[src/brf_consts.svh]
// Constants for the brightness report and function block group logic.
// Function
// - Threshold 5 to 200 lux, steps 5, default 20.
// - Send on change when moved by threshold.
// - Cyclic resend, minutes and seconds 0..59, 3:00.
// - Modes change, cyclic, both, passive read only.
// - Factory calibration uses reflection coefficient 0.3.
// - Calibration word rescales measurement to reference.
// - Pending calibration disables evaluation and blocks.
// - Pending shows zero silently or sends 7FFF.
// - Walking test follows setting after programming.
// - Remote control switches walking test on/off.
// - Blue LED shows motion in test, optionally always.
// - First function block always enabled; the code still gates it by its group and by pending calibration.
// - Blocks two to five enabled individually.
// - Each block assigned none, group 1, group 2.
// - Unassigned blocks ignore group switching.
// - Blocks of inactive group are deactivated.
`ifndef BRF_CONSTS_SVH
`define BRF_CONSTS_SVH
// ----------------------------------------------------------------
// Register byte offsets.
// ----------------------------------------------------------------
`define BRF_OFS_CTRL   8'h00
`define BRF_OFS_THR    8'h04
`define BRF_OFS_CYCLE  8'h08
`define BRF_OFS_FBCFG  8'h0c
`define BRF_OFS_CAL    8'h10
`define BRF_OFS_BRIGHT 8'h14
`define BRF_OFS_STAT   8'h18
`define BRF_OFS_CMD    8'h1c
// ----------------------------------------------------------------
// Field positions and reset values.
// ----------------------------------------------------------------
`define BRF_CTRL_RST   8'h00
`define BRF_THR_MIN    6'h01
`define BRF_THR_MAX    6'h28
`define BRF_THR_RST    6'h04
`define BRF_LUX_STEP   16'h0005
`define BRF_CYC_MAX    6'h3b
`define BRF_MIN_RST    6'h03
`define BRF_SEC_RST    6'h00
`define BRF_GRP_LSB    8
`define BRF_MIN_LSB    8
`define BRF_GAIN_FACT  16'h0355
`define BRF_INVALID    16'h7fff
`define BRF_SAT        16'h7ffe
// ----------------------------------------------------------------
// Timing: one second expressed in clock cycles.
// ----------------------------------------------------------------
`define BRF_SEC_NS     1000000000
`define BRF_CLK_NS     10
`define BRF_CLK_PER_SEC (`BRF_SEC_NS / `BRF_CLK_NS)
`endif

[src/brf_pkg.sv]
// Types shared by the brightness report block.
package brf_pkg;
	// Reporting mode of the brightness value.
	typedef enum logic [1:0] {
		BRF_ON_CHANGE = 2'h0,
		BRF_CYCLIC    = 2'h1,
		BRF_BOTH      = 2'h2,
		BRF_PASSIVE   = 2'h3
	} brf_mode_e;
	// Group assignment of one function block.
	typedef enum logic [1:0] {
		BRF_NO_GRP = 2'h0,
		BRF_GRP1   = 2'h1,
		BRF_GRP2   = 2'h2
	} brf_grp_e;
	// Classic Wishbone request from the master.
	typedef struct packed {
		logic        cyc;
		logic        stb;
		logic        we;
		logic [7:0]  adr;
		logic [3:0]  sel;
		logic [31:0] dat;
	} brf_wb_req_s;
endpackage

[src/brf_report.sv]
// Brightness reporting, calibration, walking test and function block enables.
`timescale 1ns/1ns
`default_nettype none
`include "brf_consts.svh"
module brf_report #(
	parameter int CLK_PER_SEC = `BRF_CLK_PER_SEC
) (
	// Clock and reset.
	input  wire logic                 clk,
	input  wire logic                 rstn,
	// Wishbone slave.
	input  wire brf_pkg::brf_wb_req_s wb_req,
	output logic [31:0]               wb_dat_o,
	output logic                      wb_ack_o,
	// Sensor side.
	input  wire logic [15:0]          meas_lux,
	input  wire logic                 meas_vld,
	input  wire logic                 pir_motion,
	// Infrared remote commands and bus read request.
	input  wire logic                 ir_walk_on,
	input  wire logic                 ir_walk_off,
	input  wire logic                 read_req,
	// Outputs.
	output logic                      tx_vld,
	output logic [15:0]               tx_val,
	output logic                      led_blue,
	output logic [4:0]                fb_en,
	output logic                      eval_en
);
	// ----------------------------------------------------------------
	// Helper functions.
	// ----------------------------------------------------------------
	// Byte-lane merge for partial writes.
	function automatic logic [31:0] wmerge(input logic [31:0] o, input logic [31:0] n,
		input logic [3:0] s);
		logic [31:0] r;
		r = o;
		for (int i = 0; i < 4; i++) begin
			if (s[i]) begin
				r[i*8 +: 8] = n[i*8 +: 8];
			end
		end
		return r;
	endfunction
	// Clamp a 6-bit setting into a range.
	function automatic logic [5:0] clamp6(input logic [5:0] v, input logic [5:0] lo,
		input logic [5:0] hi);
		return (v < lo) ? lo : ((v > hi) ? hi : v);
	endfunction
	// Absolute difference of two brightness words.
	function automatic logic [15:0] absdiff(input logic [15:0] a, input logic [15:0] b);
		return (a > b) ? (a - b) : (b - a);
	endfunction
	// ----------------------------------------------------------------
	// Register file and bus decode.
	// ----------------------------------------------------------------
	logic [7:0]  ctrl_r;     // Mode, calibration and display settings.
	logic [5:0]  thr_r;      // Threshold in 5 lux steps.
	logic [5:0]  min_r;      // Cycle minutes.
	logic [5:0]  sec_r;      // Cycle seconds.
	logic [3:0]  use_r;      // Enables of blocks two to five.
	logic [9:0]  grp_r;      // Two group bits per block.
	logic [15:0] cal_ref_r;  // Last reference brightness written.
	logic [15:0] gain_cal_r; // Calibrated gain, Q8.8.
	logic        cal_done_r; // A user calibration has been received.
	logic        walk_r;     // Walking test active.
	logic [15:0] bright_r;   // Brightness object value.
	logic [15:0] meas_r;     // Latest raw measurement.
	logic        have_r;     // At least one measurement seen.
	logic        ack_r;      // Bus acknowledge.
	logic [31:0] rdat_r;     // Bus read data.
	wire         acc    = wb_req.cyc & wb_req.stb;
	wire [5:0]   widx   = wb_req.adr[7:2];
	// Writes land on the edge at which the master samples ack.
	wire         wr     = acc & wb_req.we & ack_r;
	wire         wr_ctl = wr & (widx == `BRF_OFS_CTRL >> 2);
	wire         wr_thr = wr & (widx == `BRF_OFS_THR >> 2);
	wire         wr_cyc = wr & (widx == `BRF_OFS_CYCLE >> 2);
	wire         wr_fb  = wr & (widx == `BRF_OFS_FBCFG >> 2);
	wire         wr_cal = wr & (widx == `BRF_OFS_CAL >> 2);
	wire         wr_cmd = wr & (widx == `BRF_OFS_CMD >> 2);
	wire [31:0]  cur_thr = {26'h0, thr_r};
	wire [31:0]  cur_cyc = {18'h0, min_r, 2'h0, sec_r};
	wire [31:0]  cur_fb  = {14'h0, grp_r, 3'h0, use_r, 1'b1};
	wire [31:0]  n_ctl   = wmerge({24'h0, ctrl_r}, wb_req.dat, wb_req.sel);
	wire [31:0]  n_thr   = wmerge(cur_thr, wb_req.dat, wb_req.sel);
	wire [31:0]  n_cyc   = wmerge(cur_cyc, wb_req.dat, wb_req.sel);
	wire [31:0]  n_fb    = wmerge(cur_fb, wb_req.dat, wb_req.sel);
	wire [31:0]  n_cal   = wmerge({16'h0, cal_ref_r}, wb_req.dat, wb_req.sel);
	// Command bits are pulses; unselected lanes give no command.
	wire         prog    = wr_cmd & wb_req.sel[0] & wb_req.dat[0];
	wire         b_on    = wr_cmd & wb_req.sel[0] & wb_req.dat[1];
	wire         b_off   = wr_cmd & wb_req.sel[0] & wb_req.dat[2];
	// Control fields.
	wire [1:0]   mode    = ctrl_r[1:0];
	wire         cal_sel = ctrl_r[2];
	wire         pend_tx = ctrl_r[3];
	wire         wt_prog = ctrl_r[4];
	wire         led_nrm = ctrl_r[5];
	wire         grp_en  = ctrl_r[6];
	wire         act_g2  = ctrl_r[7];
	wire [6:0]   stat    = {walk_r, cal_done_r, fb_en};
	// Read data selection; unmapped offsets read as zero.
	wire [31:0]  rd_mux  =
		(widx == `BRF_OFS_CTRL >> 2)   ? {24'h0, ctrl_r} :
		(widx == `BRF_OFS_THR >> 2)    ? cur_thr :
		(widx == `BRF_OFS_CYCLE >> 2)  ? cur_cyc :
		(widx == `BRF_OFS_FBCFG >> 2)  ? cur_fb :
		(widx == `BRF_OFS_CAL >> 2)    ? {16'h0, cal_ref_r} :
		(widx == `BRF_OFS_BRIGHT >> 2) ? {16'h0, bright_r} :
		(widx == `BRF_OFS_STAT >> 2)   ? {25'h0, stat} : 32'h0;
	// Single-wait-state acknowledge; dropped in the cycle after it is given.
	always_ff @(posedge clk) begin
		if (!rstn) begin
			ack_r  <= 1'b0;
			rdat_r <= 32'h0;
		end else begin
			ack_r  <= acc & ~ack_r;
			rdat_r <= rd_mux;
		end
	end
	assign wb_ack_o = ack_r;
	assign wb_dat_o = rdat_r;
	// Settings registers; out-of-range values are clamped on write.
	always_ff @(posedge clk) begin
		if (!rstn) begin
			ctrl_r <= `BRF_CTRL_RST;
			thr_r  <= `BRF_THR_RST;
			min_r  <= `BRF_MIN_RST;
			sec_r  <= `BRF_SEC_RST;
			use_r  <= 4'h0;
			grp_r  <= 10'h0;
		end else begin
			if (wr_ctl) begin
				ctrl_r <= n_ctl[7:0];
			end
			if (wr_thr) begin
				thr_r <= clamp6(n_thr[5:0], `BRF_THR_MIN, `BRF_THR_MAX);
			end
			if (wr_cyc) begin
				sec_r <= clamp6(n_cyc[5:0], 6'h0, `BRF_CYC_MAX);
				min_r <= clamp6(n_cyc[13:8], 6'h0, `BRF_CYC_MAX);
			end
			if (wr_fb) begin
				use_r <= n_fb[4:1];
				grp_r <= n_fb[`BRF_GRP_LSB +: 10];
			end
		end
	end
	// ----------------------------------------------------------------
	// Measurement and calibration.
	// ----------------------------------------------------------------
	// The reference is related to the measurement held when the word arrives.
	// A zero measurement gives the largest gain rather than a divide fault.
	wire [23:0] n_ref_q = {n_cal[15:0], 8'h0};
	wire [23:0] quot    = (meas_r == 16'h0) ? 24'hffffff : n_ref_q / {8'h0, meas_r};
	wire [15:0] gain_nxt = (quot > 24'h00ffff) ? 16'hffff : quot[15:0];
	wire [15:0] gain    = cal_sel ? gain_cal_r : `BRF_GAIN_FACT;
	wire [31:0] prod    = meas_r * gain;
	wire [23:0] surf_w  = prod[31:8];
	wire [15:0] surf    = (surf_w > {8'h0, `BRF_SAT}) ? `BRF_SAT : surf_w[15:0];
	wire        pend    = cal_sel & ~cal_done_r;
	assign eval_en = ~pend;
	// Calibration state; a calibration written while none is selected is kept.
	always_ff @(posedge clk) begin
		if (!rstn) begin
			cal_ref_r  <= 16'h0;
			gain_cal_r <= `BRF_GAIN_FACT;
			cal_done_r <= 1'b0;
			meas_r     <= 16'h0;
			have_r     <= 1'b0;
		end else begin
			if (meas_vld) begin
				meas_r <= meas_lux;
				have_r <= 1'b1;
			end
			if (wr_cal) begin
				cal_ref_r  <= n_cal[15:0];
				gain_cal_r <= gain_nxt;
				cal_done_r <= 1'b1;
			end
		end
	end
	// ----------------------------------------------------------------
	// Transmission scheduling.
	// ----------------------------------------------------------------
	logic [15:0] last_r;  // Last transmitted value.
	logic        sent_r;  // Something was sent since restart.
	logic [31:0] pre_r;   // Cycles within the current second.
	logic [11:0] secs_r;  // Seconds since the last transmission.
	wire [15:0] val     = pend ? (pend_tx ? `BRF_INVALID : 16'h0) : surf;
	wire        can_tx  = have_r & (~pend | pend_tx);
	wire        chg_m   = (mode == brf_pkg::BRF_ON_CHANGE) | (mode == brf_pkg::BRF_BOTH);
	wire        cyc_m   = (mode == brf_pkg::BRF_CYCLIC) | (mode == brf_pkg::BRF_BOTH);
	wire [15:0] thr_lux = 16'({10'h0, thr_r} * `BRF_LUX_STEP);
	wire [11:0] ivl     = 12'(min_r * 12'd60) + {6'h0, sec_r};
	wire        tick    = (pre_r == 32'(CLK_PER_SEC - 1));
	// Outside the change modes the threshold is never looked at.
	wire        moved   = pend ? (val != last_r) : (absdiff(val, last_r) >= thr_lux);
	wire        chg_hit = chg_m & can_tx & (~sent_r | moved);
	wire        cyc_hit = cyc_m & can_tx & tick & (ivl != 12'h0) & (secs_r + 12'h1 >= ivl);
	// Passive mode answers read requests only.
	wire        rd_hit  = read_req & can_tx;
	wire        tx_go   = chg_hit | cyc_hit | rd_hit;
	// Each send restarts the interval and becomes the new reference.
	always_ff @(posedge clk) begin
		if (!rstn || prog) begin
			last_r <= 16'h0;
			sent_r <= 1'b0;
			pre_r  <= 32'h0;
			secs_r <= 12'h0;
			tx_vld <= 1'b0;
			tx_val <= 16'h0;
		end else begin
			tx_vld <= tx_go;
			pre_r  <= tick ? 32'h0 : pre_r + 32'h1;
			if (tx_go) begin
				tx_val <= val;
				last_r <= val;
				sent_r <= 1'b1;
				secs_r <= 12'h0;
			end else if (tick) begin
				secs_r <= secs_r + 12'h1;
			end
		end
	end
	// Object value tracks the derived brightness, or zero or the marker while pending.
	always_ff @(posedge clk) begin
		if (!rstn) begin
			bright_r <= 16'h0;
		end else begin
			bright_r <= val;
		end
	end
	// ----------------------------------------------------------------
	// Walking test and status LED.
	// ----------------------------------------------------------------
	logic [2:0] pir_sync_r; // Three-stage synchroniser.
	logic       pir_r;      // Accepted motion level.
	always_ff @(posedge clk) begin
		if (!rstn) begin
			pir_sync_r <= 3'h0;
			pir_r      <= 1'b0;
		end else begin
			pir_sync_r <= {pir_sync_r[1:0], pir_motion};
			if (pir_sync_r[1] == pir_sync_r[2]) begin
				pir_r <= pir_sync_r[2];
			end
		end
	end
	// Programming takes precedence over remote commands in the same cycle.
	always_ff @(posedge clk) begin
		if (!rstn) begin
			walk_r <= 1'b0;
		end else if (prog) begin
			walk_r <= wt_prog;
		end else if (ir_walk_on | b_on) begin
			walk_r <= 1'b1;
		end else if (ir_walk_off | b_off) begin
			walk_r <= 1'b0;
		end
	end
	assign led_blue = pir_r & (walk_r | led_nrm);
	// ----------------------------------------------------------------
	// Function block enables.
	// ----------------------------------------------------------------
	wire [4:0] fb_use = {use_r, 1'b1};
	for (genvar i = 0; i < 5; i++) begin : g_fb
		wire [1:0] g   = grp_r[2*i +: 2];
		// Unassigned blocks, or switching unused, run on their own.
		wire       gok = ~grp_en | (g == brf_pkg::BRF_NO_GRP) |
			((g == brf_pkg::BRF_GRP1) & ~act_g2) | ((g == brf_pkg::BRF_GRP2) & act_g2);
		assign fb_en[i] = fb_use[i] & gok & eval_en;
	end
	// ----------------------------------------------------------------
	// Checks.
	// ----------------------------------------------------------------
	chk_thr_range: assert property (@(posedge clk) disable iff (!rstn)
		thr_r >= `BRF_THR_MIN && thr_r <= `BRF_THR_MAX) else $error("threshold out of range");
	chk_cyc_fields: assert property (@(posedge clk) disable iff (!rstn)
		min_r <= `BRF_CYC_MAX && sec_r <= `BRF_CYC_MAX) else $error("cycle field above 59");
	chk_passive_quiet: assert property (@(posedge clk) disable iff (!rstn)
		tx_vld && $past(mode) == brf_pkg::BRF_PASSIVE && !$past(prog) |-> $past(read_req))
		else $error("passive mode sent without read");
	chk_change_send: assert property (@(posedge clk) disable iff (!rstn)
		chg_m && can_tx && sent_r && !pend && absdiff(val, last_r) >= thr_lux && !prog
		|=> tx_vld) else $error("change not sent");
	chk_factory_gain: assert property (@(posedge clk) disable iff (!rstn)
		!cal_sel |-> gain == `BRF_GAIN_FACT) else $error("factory gain wrong");
	chk_cal_taken: assert property (@(posedge clk) disable iff (!rstn)
		wr_cal |=> cal_done_r && cal_ref_r == $past(n_cal[15:0])) else $error("calibration lost");
	chk_pend_dead: assert property (@(posedge clk) disable iff (!rstn)
		pend |-> fb_en == 5'h0 && !eval_en) else $error("blocks live while pending");
	chk_pend_silent: assert property (@(posedge clk) disable iff (!rstn)
		pend && !pend_tx |-> !tx_go && (bright_r == 16'h0 || !$past(pend && !pend_tx)))
		else $error("pending value not silent");
	chk_walk_prog: assert property (@(posedge clk) disable iff (!rstn)
		prog |=> walk_r == $past(wt_prog)) else $error("walk test after programming");
	chk_walk_ir: assert property (@(posedge clk) disable iff (!rstn)
		ir_walk_on && !prog |=> walk_r) else $error("remote walk on ignored");
	chk_led_off: assert property (@(posedge clk) disable iff (!rstn)
		!walk_r && !led_nrm |-> !led_blue) else $error("led lit outside test");
	chk_fb1_on: assert property (@(posedge clk) disable iff (!rstn)
		eval_en && (!grp_en || grp_r[1:0] == 2'h0) |-> fb_en[0]) else $error("block one off");
	chk_ref_update: assert property (@(posedge clk) disable iff (!rstn)
		tx_vld |-> last_r == tx_val) else $error("reference not updated");
endmodule
`default_nettype wire

[config.mk]
export PLATFORM = sky130hd
export DESIGN_NAME = brf_report
export DESIGN_NICKNAME = d
export VERILOG_FILES = /design/src/brf_pkg.sv /design/src/brf_report.sv
export VERILOG_INCLUDE_DIRS = /design/src /design/src/src
export SDC_FILE = /design/constraint.sdc
export NUM_CORES = 2
export LEC_CHECK = 0
export ABC_AREA = 1
export ABC_CLOCK_PERIOD_IN_PS = 175100
export BUFFER_PORTS_ARGS = -buffer_cell sky130_fd_sc_hd__buf_2
export CAP_MARGIN = 10
export CORE_ASPECT_RATIO = 2
export CORE_MARGIN = 1
export CORE_UTILIZATION = 45
export DETAILED_ROUTE_END_ITERATION = 6
export HOLD_SLACK_MARGIN = 0.02
export PLACE_DENSITY = 0.72
export RECOVER_POWER = 25
export SYNTH_ARGS = -nofsm -noshare
export SYNTH_HDL_FRONTEND = slang
export SYNTH_SLANG_ARGS = --single-unit
[constraint.sdc]
create_clock -name clk -period 175.1 [get_ports clk]
set_input_delay 43.775 -clock clk [delete_from_list [all_inputs] [get_ports clk]]
set_output_delay 43.775 -clock clk [all_outputs]
set_load 0.05 [all_outputs]
# Yosys cells after proc, flatten, opt, wreduce, memory -nomap -nowiden
# Index checks and enable logic that the tools add are counted.
# word_totals
ff_bits	206
out_inout_bits	57
input_bits	70
# op_classes
order_cmp	11
n_mul	3
div	1
eq_ne	22
reduce_logical	21
n_mux	29
n_bitwise	74
addsub	5
# op_table
cell	count
two-way mux 16 bit	7
two-way mux 6 bit	9
AND 1 bit	43
adder 32 x 1 -> 32 bit (second input constant)	1
== test 32 x 27 -> 1 bit (second input constant)	1
multiplier 16 x 16 -> 32 bit	1
two-way mux 8 bit	4
subtractor 16 bit	2
divider 24 x 16 -> 24 bit	1
== test 6 x 3 -> 1 bit (second input constant)	4
> comparator 24 x 15 -> 1 bit (second input constant)	1
> comparator 24 x 16 -> 1 bit (second input constant)	1
two-way mux 24 bit	1
OR 1 bit	24
> comparator 6 bit (second input constant)	3
< comparator 6 x 1 -> 1 bit (second input constant)	3
two-way mux 18 bit	1
>= comparator 16 x 9 -> 1 bit	1
> comparator 16 bit	1
logical NOT 16 bit	1
!= test 16 bit	1
two-way mux 15 bit	1
two-way mux 14 bit	1
adder 12 x 1 -> 12 bit (second input constant)	1
23 further kinds	52

# Depth between registers and ports, before layout
# depth
word_depth	14
depth_mapped	390
depth_no_buf	366

# Worst setup path before layout
# No wires, ideal clock.
# synth_timing
path_kind	input to register
from	in wb_req[33] in the netlist's numbering
to	reg gain_cal_r[0]
n_path_buf	26
slack_ps	85130
setup_ps	115
arrival_ps	89855
stages	378
required_time_ps	174985
cell_sequence	buf_4 inv_2 or2_2 o21ai_0 inv_1 ha_1 nand2_1 nor2_1 nand3_1 nor2_1 nand3_1 nand3_1 nand2_1 ha_1 inv_1 o21bai_1 nand4_1 or2_0 [... 342 more ...] buf_2 nand2_1 o21ai_1 ha_1 nand2_1 nor2_1 nand4_1 o221ai_1 inv_1 o221ai_1 nor2_1 nand2_1 a21oi_1 nand4_1 nor2_1 nand2_1 nand2_1 nand2_1
# synth_between
elab_chain_len	5
# synth_rtl
element	line	text
from (decl)	brf_report.sv:12	input wire brf_pkg::brf_wb_req_s wb_req,
two-way mux 8 bit *	brf_report.sv:39	if (s[i]) begin
named net n_cal[15]	brf_report.sv:89	wire [31:0] n_cal = wmerge({16'h0, cal_ref_r}, wb_req.dat, wb_req.sel);
divider 24 x 16 -> 24 bit *	brf_report.sv:156	wire [23:0] quot = (meas_r == 16'h0) ? 24'hffffff : n_ref_q / {8'h0, meas_r};
two-way mux 24 bit *	brf_report.sv:156	
> comparator 24 x 16 -> 1 bit	brf_report.sv:157	wire [15:0] gain_nxt = (quot > 24'h00ffff) ? 16'hffff : quot[15:0];
two-way mux 16 bit *	brf_report.sv:157	
to (signal assigned)	brf_report.sv:168	gain_cal_r <= `BRF_GAIN_FACT;
to (signal assigned)	brf_report.sv:179	gain_cal_r <= gain_nxt;
to (decl)	brf_report.sv:64	logic [15:0] gain_cal_r;
# The timed path passes the listed nets; every way through them passes the cells marked *.
# A chain may end at the register's enable or synchronous reset.

# Worst setup path after layout
# Same ends and word-level chain as after synthesis.

==> out/qor.yml <==
status: "finished with violations"
failed_checks: "design-rule violations, max-capacitance violations, max-slew violations"
antenna_found_initial: 1
yosysWarnings: 0
die_area_um2: 73640
timing.fmax_mhz: 10.01
drc: 20
cp.arrival_ns: 100.23
rr_worst_depth: 344
drv_slew: 125
clock_latency_ns: 0.47
yosysTopAreaCell: "ha_1"
endpoint: "gain_cal_r[0]$_SDFFE_PN1P_"
critical_path_required_ns: 175.44
clock-sinks: 192
pre_cts_ws_ns: 75.03
numPortBuffers: 95
place.gp.congestion: 0.9795
cp-end-kind: "flip-flop"
skew_ns: 0.01753
cpMostUsedCell: "nand2_1"
cts_root_buffer: "clkbuf_16"
slew_headroom: -0.5703
grt_pass1_wl_um: 152400
r2r-start: "meas_r[14]$_SDFFE_PN0P_"
r2r_end: "gain_cal_r[0]$_SDFFE_PN1P_"
ctsHoldBuffers: 0
final_util: 0.4812
seq_area_frac_synth: 0.1178
worst_slack_ns: 75.22
post-route-period-util: 0.5704
path_clk_slew_ns: 0.08
area_growth_pct: 5.941
period_minus_slack_ns: 99.88
core_um2: 71830
hpwl_um: 76620
final_nets: 5567
hold_class: "reg -> reg"
synthCells: 4819
clockBufferDepth: 2
rsz0062_at_grt: "false"
slowest_delay_ns: 0.62
async_reset_ff_frac: 0
fill_cells: 7312
synth-seq-cells: 192
grt_pass1_vias: 31340
die_height_um: 382.8
io_pins: 127
dr.first_iter.drc_count: 1826
routed_wl_um: 95070
crit_slowest_cell: "inv_1"
reg2reg_setup_slack_ns: 118.65
first_pass_iters: 7
ant_nets: 0
numCtsBuffers: 17
postCtsSetupRepairBufs: 0
final_hold_viol_count: 0
grt_overflow: 0
htree_num_levels: 4
ys_types: 64
die_w_um: 192.4
drive_gt1_frac: 0.05758
n_antenna_cell: 0
grt_max_degree: 44
setup_viol: 0
startpoint_type: "primary input"
maxCapViolCount: 3
crit_path_start: "wb_req[33]"
num_vias: 31780
cts_tree: "done"
yosysTopAreaCellShare: 0.1688
wl_per_cell_um: 16.45
synth.area.top_cells: "ha_1 (17%), fa_1 (13%), nand2_1 (12%), dfxtp_1 (12%), inv_1 (8.9%)"
ys.flop_type: "dfxtp_1"
cts_resized: 0
synth_edf_count: 0
start_util: 0.4542
worst-setup-path-type: "in -> reg"
fin_setup_tns_ns: 0
viasPerCell: 5.499
netlist_area_um2: 32620
row_count: 139
avgSynthCellArea_um2: 6.770
cp_max_fo: 31
worstMarginPinSlew_ns: 2.355
grtUsageTotal: 0.2598
worst_hold_slack_ns: 0.4362
-- metrics by stage --
step | instances | instance area, um2
after global routing | 5779 | 34560
after floorplan | 4834 | 32680
after detailed placement | 5746 | 33950
after CTS | 5778 | 34590
after global placement | 5746 | 33950
final | 5779 | 34560
-- metal layers --
layer | vias to the layer above | routed length (um) | global-route usage
li1 | 15660 | - | -
met1 | 14920 | 34970 | 0.2711
met2 | 862 | 48220 | 0.4760
met3 | 341 | 5027 | 0.03677
met4 | 0 | 6854 | 0.1684
met5 | - | 0 | 0
-- kinds of logic (layout without fill, tap and decap cells) --
family,count (synthesis),after routing,synth area share
fa+ha+maj,647,647,0.2958
compound gates,931,931,0.1605
other cells,1,16,0.0001149
mux,5,5,0.001534
buf+inv,940,969,0.1121
xor+xnor,241,241,0.06470
simple gates,1862,1862,0.2475
flops,192,192,0.1178
-- layout make-up --
class / instances / area, um2 / share of cell area
timing repair buffer: 133 / 725.7 / 0.02100
clock inverter: 15 / 216.5 / 0.006263
tap: 916 / 1146 / 0.03316
sequential: 192 / 3844 / 0.1112
inverter: 804 / 3018 / 0.08732
clock buffer: 17 / 425.4 / 0.01231
multi-input combinational: 3702 / 25190 / 0.7287
-- sequential cells by signal, indices dropped and copies added (netlist names) --
register / count
use_r: 4
secs_r: 12
walk_r: 1
gain_cal_r: 16
pir_sync_r: 3
grp_r: 10
sent_r: 1
last_r: 16
have_r: 1
pir_r: 1
ctrl_r: 8
meas_r: 16
thr_r: 6
cal_ref_r: 16
sec_r: 6
wb_ack_o: 1
cal_done_r: 1
wb_dat_o: 18
pre_r: 32
min_r: 6
tx_vld: 1
bright_r: 16
-- critical path: cells and delay by family --
kind            cells  cell delay, ns
simple gates      180           21.13
compound gates    100           19.70
fa+ha+maj          25            7.88
buf+inv            44            7.57
-- cells in the final DEF (no fill, tap or decap), types with 14 or more instances in the layout --
cell type  Yosys  final
nand2_1     1047   1047
inv_1        776    775
ha_1         440    440
nor2_1       370    369
a21oi_1      361    361
o21ai_0      317    317
fa_1         207    207
dfxtp_1      192    192
nand3_1      191    191
xor2_1       151    151
xnor2_1       90     90
buf_2         13     76
nand4_1       47     47
nor3_1        41     41
o21bai_1      38     38
or2_2         37     37
buf_4         20     35
o21ai_1       34     34
a21o_1        28     28
a31oi_1       24     24
nand3_2       23     23
clkbuf_1      90     22
nor4_1        20     20
o22ai_1       18     18
inv_2         17     17
clkbuf_16      0     17
conb_1         1     16
nand2_2       14     14
-- synthesized netlist by cell type, drive strengths merged, types with 20 or more instances --
cell	count
inv	793
xnor2	90
buf	46
a21oi	365
o21ai	359
nor3	41
xor2	151
o21bai	39
nand3	217
ha	440
fa	207
a31oi	24
clkbuf	90
nand2	1070
nor2	386
nor4	20
nand4	48
a21o	28
or2	45
dfxtp	192
-- how the worst min path moves through the flow --
stage,startpoint,endpoint,slack [ns],cells past startpoint
2_1_floorplan,pir_sync_r[0]$_SDFF_PN0_,pir_sync_r[1]$_SDFF_PN0_,0.39,2
3_3_place_gp,wb_ack_o$_SDFF_PN0_,wb_ack_o$_SDFF_PN0_,0.42,1
3_5_place_dp,wb_ack_o$_SDFF_PN0_,wb_ack_o$_SDFF_PN0_,0.43,1
4_1_cts,wb_ack_o$_SDFF_PN0_,wb_ack_o$_SDFF_PN0_,0.44,1
5_1_grt,pre_r[0]$_SDFF_PP0_,pre_r[0]$_SDFF_PP0_,0.49,1
6_report,wb_ack_o$_SDFF_PN0_,wb_ack_o$_SDFF_PN0_,0.44,1
Power is left out: the tool's default activity adds up to more than one toggle a clock period on the data nets, which glitch-free logic cannot reach.
